[config.mk]
export PLATFORM = sky130hd
export DESIGN_NAME = usbsie_ctrl
export DESIGN_NICKNAME = d
export VERILOG_FILES = /design/src/hw/usbsie_pkg.sv /design/src/hw/usbsie_reg_if.sv /design/src/hw/usbsie_ctrl.sv /design/src/hw/usbsie_ahb.sv
export SDC_FILE = /design/constraint.sdc
export NUM_CORES = 1
export LEC_CHECK = 0
export BUFFER_PORTS_ARGS = -buffer_cell sky130_fd_sc_hd__buf_2
export CAP_MARGIN = 20
export CORE_ASPECT_RATIO = 0.8
export CORE_MARGIN = 2
export CORE_UTILIZATION = 45
export CTS_BUF_LIST = sky130_fd_sc_hd__clkbuf_16
export CTS_CLUSTER_SIZE = 24
export DETAILED_ROUTE_END_ITERATION = 8
export PLACE_DENSITY = 0.81
export SYNTH_ARGS = -nofsm -noshare
export SYNTH_HDL_FRONTEND = slang
export SYNTH_SLANG_ARGS = --single-unit
[constraint.sdc]
create_clock -name hclk -period 3.5 [get_ports hclk]
set_input_delay 0.175 -clock hclk [delete_from_list [all_inputs] [get_ports hclk]]
set_output_delay 0.175 -clock hclk [all_outputs]
set_load 0.02 [all_outputs]
[src/hw/usbsie_pkg.sv]
// usbsie_pkg: register map, field positions and reset values of the engine control block
package usbsie_pkg;
    // register indices; the bus byte address is four times the index
    localparam logic [7:0] IDX_LINE_FLAGS = 8'h40;
    localparam logic [7:0] IDX_DIRECTION = 8'h41;
    localparam logic [7:0] IDX_HALT = 8'h43;
    localparam logic [7:0] IDX_ACCESS = 8'h44;
    localparam logic [7:0] IDX_STATUS = 8'h45;
    localparam logic [7:0] IDX_FIFO_CS = 8'h46;
    localparam logic [7:0] IDX_ENABLE = 8'h47;
    localparam logic [7:0] IDX_DEV_ADDR = 8'h4C;
    localparam logic [7:0] IDX_REQUEST = 8'h4D;

    // reset values
    localparam logic [7:0] RST_DIRECTION = 8'h0E;
    localparam logic [7:0] RST_HALT = 8'h0E;
    localparam logic [3:0] RST_ACCESS = 4'h0;
    localparam logic [7:0] RST_ENABLE = 8'h0F;
    localparam logic [4:0] RST_LINE_FLAGS = 5'h00;
    localparam logic [7:0] RST_FIFO_CS = 8'h00;
    localparam logic [7:0] RST_DEV_ADDR = 8'h00;
    localparam logic [3:0] RST_REQUEST = 4'h0;

    // bus-line event flag positions
    localparam int LF_EOP = 0;
    localparam int LF_J = 1;
    localparam int LF_K = 2;
    localparam int LF_SE0 = 3;
    localparam int LF_SE1 = 4;

    // engine status/control field positions
    localparam int ST_ADR_SET = 0;
    localparam int ST_FIFO_ZERO_ERROR = 1;
    localparam int ST_NAK_FILT = 7;

    // direction register: bit 0 is the toggle control
    localparam int DIR_DATA0 = 0;

    // device address register: low seven bits address, top bit remote wakeup
    localparam int DA_WAKEUP = 7;

    // bus index field within haddr
    localparam int HADDR_IDX_LO = 2;
    localparam int HADDR_IDX_HI = 9;
endpackage : usbsie_pkg

[src/hw/usbsie_reg_if.sv]
// usbsie_reg_if: register access strobes between the bus slave and the engine core
`timescale 1ns/1ns
interface usbsie_reg_if;
    logic [7:0] rd_idx;
    logic [7:0] rd_data;
    logic wr_en;
    logic [7:0] wr_idx;
    logic [7:0] wr_data;

    modport bus (
        output rd_idx,
        input rd_data,
        output wr_en,
        output wr_idx,
        output wr_data
    );

    modport core (
        input rd_idx,
        output rd_data,
        input wr_en,
        input wr_idx,
        input wr_data
    );
endinterface : usbsie_reg_if

[src/hw/usbsie_ctrl.sv]
// usbsie_ctrl: endpoint and bus-line control/status registers of the low-speed engine
//
// Added by the designer: the AHB-Lite interface to the registers.
`timescale 1ns/1ns

// Function
// - access-flag register holds one read-only bit per endpoint, set on host access
// - direction bits for endpoints 1..3: 1 means IN, 0 means OUT, IN by default
// - direction bit 0 low forces data toggles of endpoints 1..3 to DATA0
// - enable bits 1..3 enable endpoints 1..3; endpoint 0 always enabled
// - end-of-packet sets bus-state bit 0, sticky until firmware clears it
// - J state sets bit 1, K state sets bit 2, both sticky
// - SE0 noise sets bit 3, SE1 noise sets bit 4, both sticky
// - deferred-address bit set: load address only after a successful IN read
// - engine clears the deferred-address bit after updating the address
// - deferred-address bit clear: written address applies at once
// - FIFO0 access error sets status bit 1, sticky until firmware clears it
// - status bit 7 set: endpoint 0 interrupts only on real data, not NAK
// - USB bus reset clears the FIFO command/status register
// - endpoint access sets its request flag and raises the interrupt
module usbsie_ctrl #(
    parameter int HADDR_W = 32,
    parameter int EP_NUM = 4
) (
    // clock and reset
    input wire logic hclk,
    input wire logic hresetn,
    // ahb-lite slave
    input wire logic hsel,
    input wire logic [HADDR_W-1:0] haddr,
    input wire logic [1:0] htrans,
    input wire logic hwrite,
    input wire logic [2:0] hsize,
    input wire logic hready,
    input wire logic [31:0] hwdata,
    output logic [31:0] hrdata,
    output logic hreadyout,
    output logic hresp,
    // engine events, one-cycle pulses on hclk
    input wire logic ev_eop,
    input wire logic ev_j_state,
    input wire logic ev_k_state,
    input wire logic ev_se0_noise,
    input wire logic ev_se1_noise,
    input wire logic host_access,
    input wire logic [1:0] host_ep,
    input wire logic host_nak,
    input wire logic in_read_ok,
    input wire logic fifo0_err_ev,
    input wire logic usb_bus_reset,
    // control towards the engine
    output logic activity_strobe,
    output logic usb_irq,
    output logic [6:0] dev_addr,
    output logic remote_wakeup,
    output logic [2:0] ep_dir_in,
    output logic [3:0] ep_halt,
    output logic [2:0] ep_enabled,
    output logic toggle_clear,
    output logic [7:0] fifo_cmd_status
);
    initial begin
        if (EP_NUM != 4) begin
            $error("usbsie_ctrl: only four endpoints are supported");
        end
        if (HADDR_W < 10) begin
            $error("usbsie_ctrl: HADDR_W must be at least 10");
        end
        // the line flags are packed into the low five bits of their register
        if (usbsie_pkg::LF_SE1 > 4) begin
            $error("usbsie_ctrl: line flag positions exceed five bits");
        end
        // the strobes compare a one-byte index
        if (usbsie_pkg::HADDR_IDX_HI - usbsie_pkg::HADDR_IDX_LO != 7) begin
            $error("usbsie_ctrl: register index field must be eight bits");
        end
    end

    typedef struct packed {
        logic [4:0] line_flags;
        logic [3:1] dir_in;
        logic data0;
        logic [3:0] halt;
        logic [3:0] access;
        logic adr_set;
        logic fifo_zero_error;
        logic nak_filt;
        logic [3:0] enable;
        logic [7:0] addr_reg;
        logic [6:0] dev_addr;
        logic [3:0] req;
        logic [7:0] fifo_cs;
        logic act;
        logic irq;
    } usbsie_core_s;

    localparam usbsie_core_s CORE_RST = '{
        line_flags: usbsie_pkg::RST_LINE_FLAGS,
        dir_in: usbsie_pkg::RST_DIRECTION[3:1],
        data0: usbsie_pkg::RST_DIRECTION[usbsie_pkg::DIR_DATA0],
        halt: usbsie_pkg::RST_HALT[3:0],
        access: usbsie_pkg::RST_ACCESS,
        adr_set: 1'b0,
        fifo_zero_error: 1'b0,
        nak_filt: 1'b0,
        enable: usbsie_pkg::RST_ENABLE[3:0],
        addr_reg: usbsie_pkg::RST_DEV_ADDR,
        dev_addr: usbsie_pkg::RST_DEV_ADDR[6:0],
        req: usbsie_pkg::RST_REQUEST,
        fifo_cs: usbsie_pkg::RST_FIFO_CS,
        act: 1'b0,
        irq: 1'b0
    };

    usbsie_reg_if rif ();

    usbsie_core_s cur;
    usbsie_core_s next_cur;

    // bus slave front end
    usbsie_ahb #(
        .ADDR_W(HADDR_W)
    ) u_ahb (
        .hclk(hclk),
        .hresetn(hresetn),
        .hsel(hsel),
        .haddr(haddr),
        .htrans(htrans),
        .hwrite(hwrite),
        .hsize(hsize),
        .hready(hready),
        .hwdata(hwdata),
        .hrdata(hrdata),
        .hreadyout(hreadyout),
        .hresp(hresp),
        .rif(rif)
    );

    // decoded write strobes
    logic wr_line;
    logic wr_dir;
    logic wr_halt;
    logic wr_status;
    logic wr_fifo;
    logic wr_enable;
    logic wr_addr;
    logic wr_req;
    logic [7:0] wd;

    // shared write decode: one register hit per bus write
    function automatic logic wr_hit(
        input logic en,
        input logic [7:0] idx,
        input logic [7:0] target
    );
        return en && (idx == target);
    endfunction : wr_hit

    assign wd = rif.wr_data;
    assign wr_line = wr_hit(rif.wr_en, rif.wr_idx, usbsie_pkg::IDX_LINE_FLAGS);
    assign wr_dir = wr_hit(rif.wr_en, rif.wr_idx, usbsie_pkg::IDX_DIRECTION);
    assign wr_halt = wr_hit(rif.wr_en, rif.wr_idx, usbsie_pkg::IDX_HALT);
    assign wr_status = wr_hit(rif.wr_en, rif.wr_idx, usbsie_pkg::IDX_STATUS);
    assign wr_fifo = wr_hit(rif.wr_en, rif.wr_idx, usbsie_pkg::IDX_FIFO_CS);
    assign wr_enable = wr_hit(rif.wr_en, rif.wr_idx, usbsie_pkg::IDX_ENABLE);
    assign wr_addr = wr_hit(rif.wr_en, rif.wr_idx, usbsie_pkg::IDX_DEV_ADDR);
    assign wr_req = wr_hit(rif.wr_en, rif.wr_idx, usbsie_pkg::IDX_REQUEST);

    // host access qualification: endpoint 0 ignores the enable bit
    logic [3:0] ep_onehot;
    logic ep_open;
    logic access_ok;
    logic req_ok;
    logic [4:0] line_ev;

    assign ep_onehot = 4'h1 << host_ep;
    assign ep_open = (host_ep == 2'h0) || cur.enable[host_ep];
    assign access_ok = host_access && ep_open;
    // endpoint 0 with the filter on skips nak-answered tokens
    assign req_ok = access_ok && !((host_ep == 2'h0) && cur.nak_filt && host_nak);

    // request bits to set this cycle
    logic [3:0] req_set;
    assign req_set = req_ok ? ep_onehot : 4'h0;

    // bus-line events in the register's bit order
    assign line_ev[usbsie_pkg::LF_EOP] = ev_eop;
    assign line_ev[usbsie_pkg::LF_J] = ev_j_state;
    assign line_ev[usbsie_pkg::LF_K] = ev_k_state;
    assign line_ev[usbsie_pkg::LF_SE0] = ev_se0_noise;
    assign line_ev[usbsie_pkg::LF_SE1] = ev_se1_noise;

    // sticky flag update: a write of zero clears, a hardware set in the same
    // cycle wins so that no event is lost
    function automatic logic [7:0] sticky(
        input logic [7:0] old,
        input logic [7:0] set,
        input logic clr_en,
        input logic [7:0] wdat
    );
        logic [7:0] kept;
        kept = clr_en ? (old & wdat) : old;
        return kept | set;
    endfunction : sticky

    // next-state logic of all control and status
    always_comb begin
        logic [7:0] tmp;
        tmp = 8'h00;
        next_cur = cur;

        // bus-line events
        tmp = sticky({3'h0, cur.line_flags}, {3'h0, line_ev}, wr_line, wd);
        next_cur.line_flags = tmp[4:0];

        // direction and toggle control
        if (wr_dir) begin
            next_cur.dir_in = wd[3:1];
            next_cur.data0 = wd[usbsie_pkg::DIR_DATA0];
        end

        // halt bits are firmware owned and reflected straight out
        if (wr_halt) begin
            next_cur.halt = wd[3:0];
        end

        // endpoint enables
        if (wr_enable) begin
            next_cur.enable = wd[3:0];
        end

        // access flags show the endpoint of the latest accepted access;
        // no bus write reaches them
        // a probe of a disabled endpoint leaves no trace here
        if (access_ok) begin
            next_cur.access = ep_onehot;
        end
        // one-cycle pulse; firmware polls the access flags after it
        next_cur.act = access_ok;

        // request flags, firmware clears by writing zero
        tmp = sticky({4'h0, cur.req}, {4'h0, req_set}, wr_req, wd);
        next_cur.req = tmp[3:0];
        next_cur.irq = |next_cur.req;

        // status register: firmware fields and the fifo0 error flag
        if (wr_status) begin
            next_cur.adr_set = wd[usbsie_pkg::ST_ADR_SET];
            next_cur.nak_filt = wd[usbsie_pkg::ST_NAK_FILT];
        end
        // sticky error flag; an error in the cycle of a clear is kept
        if (wr_status && !wd[usbsie_pkg::ST_FIFO_ZERO_ERROR]) begin
            next_cur.fifo_zero_error = 1'b0;
        end
        if (fifo0_err_ev) begin
            next_cur.fifo_zero_error = 1'b1;
        end

        // address register; immediate apply unless deferred
        if (wr_addr) begin
            next_cur.addr_reg = wd;
            if (!cur.adr_set) begin
                next_cur.dev_addr = wd[6:0];
            end
        end

        // deferred load after the host has read IN data successfully; a status
        // write in the same cycle yields to the engine's own clear
        if (cur.adr_set && in_read_ok) begin
            next_cur.dev_addr = cur.addr_reg[6:0];
            next_cur.adr_set = 1'b0;
        end

        // fifo command/status, layout kept opaque here
        if (wr_fifo) begin
            next_cur.fifo_cs = wd;
        end
        if (usb_bus_reset) begin
            next_cur.fifo_cs = usbsie_pkg::RST_FIFO_CS;
        end
    end

    // single state register; the async branch loads constants only
    always_ff @(posedge hclk or negedge hresetn) begin
        if (!hresetn) begin
            cur <= CORE_RST;
        end else begin
            cur <= next_cur;
        end
    end

    // read mux; unmapped indices read zero
    // reads have no side effect, so polling never loses a flag
    always_comb begin
        rif.rd_data = 8'h00;
        unique case (rif.rd_idx)
            usbsie_pkg::IDX_LINE_FLAGS: begin
                rif.rd_data = {3'h0, cur.line_flags};
            end
            usbsie_pkg::IDX_DIRECTION: begin
                rif.rd_data = {4'h0, cur.dir_in, cur.data0};
            end
            usbsie_pkg::IDX_HALT: begin
                rif.rd_data = {4'h0, cur.halt};
            end
            usbsie_pkg::IDX_ACCESS: begin
                rif.rd_data = {4'h0, cur.access};
            end
            usbsie_pkg::IDX_STATUS: begin
                rif.rd_data = {cur.nak_filt, 5'h00, cur.fifo_zero_error, cur.adr_set};
            end
            usbsie_pkg::IDX_FIFO_CS: begin
                rif.rd_data = cur.fifo_cs;
            end
            usbsie_pkg::IDX_ENABLE: begin
                rif.rd_data = {4'h0, cur.enable};
            end
            usbsie_pkg::IDX_DEV_ADDR: begin
                // the stored byte reads back while a deferred load waits
                rif.rd_data = cur.addr_reg;
            end
            usbsie_pkg::IDX_REQUEST: begin
                rif.rd_data = {4'h0, cur.req};
            end
            default: begin
                rif.rd_data = 8'h00;
            end
        endcase
    end

    // outputs, each straight from the state register
    assign activity_strobe = cur.act;
    assign usb_irq = cur.irq;
    assign dev_addr = cur.dev_addr;
    assign remote_wakeup = cur.addr_reg[usbsie_pkg::DA_WAKEUP];
    assign ep_dir_in = cur.dir_in;
    assign ep_halt = cur.halt;
    assign ep_enabled = cur.enable[3:1];
    // toggles held at DATA0 for as long as firmware keeps the bit low
    assign toggle_clear = ~cur.data0;
    assign fifo_cmd_status = cur.fifo_cs;
endmodule : usbsie_ctrl

[src/hw/usbsie_ahb.sv]
// usbsie_ahb: zero-wait AHB-Lite slave front end for the engine registers
`timescale 1ns/1ns
module usbsie_ahb #(
    parameter int ADDR_W = 32
) (
    // clock and reset
    input wire logic hclk,
    input wire logic hresetn,
    // ahb-lite slave
    input wire logic hsel,
    input wire logic [ADDR_W-1:0] haddr,
    input wire logic [1:0] htrans,
    input wire logic hwrite,
    input wire logic [2:0] hsize,
    input wire logic hready,
    input wire logic [31:0] hwdata,
    output logic [31:0] hrdata,
    output logic hreadyout,
    output logic hresp,
    // register side
    usbsie_reg_if.bus rif
);
    initial begin
        if (ADDR_W < 10) begin
            $error("usbsie_ahb: ADDR_W must be at least 10");
        end
    end

    typedef struct packed {
        logic wr_pend;
        logic [7:0] wr_idx;
        logic [31:0] rdata;
        logic rdy;
    } usbsie_ahb_s;

    usbsie_ahb_s cur;
    usbsie_ahb_s next_cur;
    logic take;

    // a transfer is accepted on nonseq/seq with the bus ready; size is not checked,
    // only whole words are expected
    assign take = hsel && htrans[1] && hready;
    assign rif.rd_idx = haddr[usbsie_pkg::HADDR_IDX_HI:usbsie_pkg::HADDR_IDX_LO];
    assign rif.wr_en = cur.wr_pend;
    assign rif.wr_idx = cur.wr_idx;
    assign rif.wr_data = hwdata[7:0];

    // read data is captured at the address phase so no wait state is needed
    always_comb begin
        next_cur = cur;
        next_cur.rdy = 1'b1;
        next_cur.wr_pend = take && hwrite;
        if (take) begin
            next_cur.wr_idx = haddr[usbsie_pkg::HADDR_IDX_HI:usbsie_pkg::HADDR_IDX_LO];
        end
        if (take && !hwrite) begin
            next_cur.rdata = {24'h000000, rif.rd_data};
        end
    end

    always_ff @(posedge hclk or negedge hresetn) begin
        if (!hresetn) begin
            cur <= '{wr_pend: 1'b0, wr_idx: 8'h00, rdata: 32'h00000000, rdy: 1'b1};
        end else begin
            cur <= next_cur;
        end
    end

    assign hrdata = cur.rdata;
    assign hreadyout = cur.rdy;
    assign hresp = 1'b0; // always okay
endmodule : usbsie_ahb

==> results.py <==
metrics = {
    "run_status": {
        "status": "complete, but fails checks",
        "violations": "negative hold slack",
    },
    "synth": {
        "synth_seq_cells": 70,
        "synth_flop_cell": "dfrtp_1",
        "yosysTopAreaCell": "dfrtp_1",
        "synth_area_mm2": 0.00391,
        "syn_area_per_cell_um2": 10.9,
        "yosys-top-cells-count": "dfrtp_1, buf_4, mux2i_1, mux2_2, nand2b_1",
        "ys_warn_count": 0,
        "seq_area_frac_synth_pct": 45.1,
        "synth_edf_count": 0,
        "yosysUniqueCellTypes": 49,
        "synth_cells": 358,
        "synth.top_cell.area_share_pct": 38.4,
        "synthTopCellsByArea": "dfrtp_1, buf_4, mux2i_1, mux2_2, dfstp_2",
        "async_reset_ff_share_pct": 100,
        "yosysMostFrequentCell": "dfrtp_1",
    },
    "cts": {
        "postCtsSetupBuffers": 0,
        "h-tree-depth": 3,
        "cts_tree": "yes",
        "numCtsBuffers": 9,
        "clk_latency_ns": 0.33,
        "hold_buffers": 0,
        "cts-resized-gates": 0,
        "clk_path_buf_depth": 2,
        "clk_pin_slew_ns": 0.05,
        "clockRootBuffer": "clkbuf_16",
        "cts.sinks": 70,
    },
    "routing": {
        "drc": 0,
        "firstDrtPassIters": 4,
        "totalWireLength_um": 8910,
        "avgViaCountPerCell": 5.41,
        "antenna_left": 0,
        "drt_iter0_markers": 160,
        "post_drt_wl_per_cell_um": 17.4,
        "vias": 2769,
    },
    "finish": {
        "drive_gt1_share_pct": 31.8,
        "register_area_mm2": 0.00176,
        "fin_nets": 481,
        "finalInstanceArea_mm2": 0.00433,
        "final_util_pct": 51.2,
        "fill_cells": 751,
        "area_growth_pct": 10.6,
        "diodes": 0,
        "multi_input_area_mm2": 0.00175,
    },
    "timing": {
        "max_freq_mhz": 440,
        "period_share_pct": 65.0,
        "hold_violations": 30,
        "timing.setup.tns_ns": 0,
        "rsz0062_at_grt": "false",
        "min_period_ns": 2.27,
        "fin_worst_skew_ns": 0.00629,
        "slew_headroom_pct": 38.1,
        "hold_slack_ns": -0.0125,
        "setup_viol": 0,
        "tightest_slew_ns": 0.926,
        "slew_viol_final": 0,
    },
    "floorplan": {
        "die_x_um": 108,
        "core_area_mm2": 0.00845,
        "ioPinCount": 149,
        "rows": 30,
        "fp.dieH_um": 87.4,
        "die_area_mm2": 0.00946,
        "start_util_pct": 46.3,
    },
    "grt": {
        "grt.busiest_layer": "met2",
        "grt_max_degree": 42,
        "grt_antenna_before_repair": 0,
        "grt_use_total_pct": 19.7,
        "grt_pass1_wl_um": 14000,
        "grt_use_met1_pct": 26.2,
        "grt_overflow": 0,
        "grtUsageMet3_pct": 6.21,
        "grt_pass1_vias": 2689,
        "grt.met2_usage_pct": 31.2,
    },
    "hold_path": {
        "hold_class": "in -> async",
    },
    "pwr": {
        "leakagePower_uw": 0.00204,
        "cellPowerDensity_mw_per_mm2": 503,
        "worst_ir_drop_vdd_mv": 0.254,
    },
    "place": {
        "portBuffers": 70,
        "dp_hpwl_um": 6570,
        "placed_area_mm2": 0.00405,
        "place_congestion": 0.835,
    },
    "setup_path": {
        "r2r_slack_ns": 1.23,
        "start_kind": "flip-flop",
        "crit_path_end_kind": "flip-flop",
        "cp.required_ns": 3.70,
        "arrival_ns": 2.47,
        "worstSetupPathType": "reg -> reg",
        "worstPathMaxFanout": 15,
    },
    "job": {
        "cap_violations": 0,
    },
}
## critical path, cell delays in order (launching register included)
cell and delay, ns:
dfrtp_1 0.41, nor4b_4 0.37, nand4_1 0.79, mux2_2 0.57
## kinds of logic (layout without fill, tap and decap cells)
logic type / after synthesis / in the layout / share of synthesized area, %
simple gates: 92 / 92 / 14.4
buf+inv: 77 / 95 / 12.5
flops: 70 / 70 / 45.1
mux: 66 / 66 / 18.2
compound gates: 51 / 51 / 9.60
other cells: 2 / 26 / 0.192
## layer usage
| metal | vias to the layer above | share of wire, % | wire (um) |
|---|---|---|---|
| met5 | - | 0 | 0 |
| met4 | 0 | 1.2 | 105 |
| met3 | 12 | 8.0 | 717 |
| met2 | 109 | 48 | 4310 |
| met1 | 1374 | 42 | 3780 |
| li1 | 1274 | - | - |
## sequential cells by signal (all words and copies together), names as in the netlist
register          flops
u_ahb.rif.wr_idx      8
usb_irq               1
u_ahb.hrdata          8
ep_halt               4
u_ahb.rif.wr_en       1
dev_addr              7
ep_dir_in             3
ep_enabled            3
fifo_cmd_status       8
remote_wakeup         1
cur                  25
activity_strobe       1
## power breakdown
part	switching [uW]	leakage, uW	internal, uW
sequential	64.7	0.000844	887
clock	315	0.000137	538
combinational	230	0.00106	141
## cell type report
cell class / instances / area share (%)
Clock buffer: 9 / 5.21
Clock inverter: 7 / 1.30
Inverter: 7 / 0.607
Multi-Input combinational cell: 235 / 40.4
Sequential cell: 70 / 40.8
Tap cell: 112 / 3.24
Timing Repair Buffer: 72 / 8.44
## metrics by stage
step / instances / hold WS [ns] / setup WS (ns) / total power (uW)
2_1_floorplan: 382 / -0.121 / 1.78 / 1280
3_3_place_gp: 496 / 0.340 / 1.34 / 1320
3_5_place_dp: 496 / 0.351 / 1.25 / 1340
4_1_cts: 512 / 0.000838 / 1.21 / 2190
5_1_grt: 512 / 0.0465 / 1.14 / 2260
6_report: 512 / -0.0125 / 1.23 / 2170
## placed cells by master (no fill, tap or decap), types with 2 or more instances in the layout
cell       instances
inv_1              8
buf_2             70
nor2_1            12
nor3b_1            6
clkbuf_16          9
nand3_1            7
a22o_1             3
conb_1            26
nand4b_1           3
o221ai_1           4
and4b_1            2
buf_4              2
o21ai_1            2
o21ai_0           10
clkinv_1           4
dfstp_2           10
dfrtp_1           60
a31oi_1            6
nand4bb_1          2
a21o_1             2
nor2b_1            6
mux2_2            26
nand2b_1          22
a22oi_1            5
nand2_1           16
a32o_1             3
mux2_4             4
mux2i_1           36
o31ai_1            5
a21oi_1            5
nand4_1            4
## final timing paths
path / end / from / depth (start not counted)
min in group hclk: cur[48] / ev_eop / 2
worst max-delay path: cur[23] / u_ahb.rif.wr_idx[5] / 3
worst min register to register: cur[37] / cur[37] / 2
worst min-delay path: usb_irq / hresetn / 1
max in group asynchronous: cur[24] / hresetn / 2
worst max register to register: cur[23] / u_ahb.rif.wr_idx[5] / 3
Power figures use the tool's default switching activity.
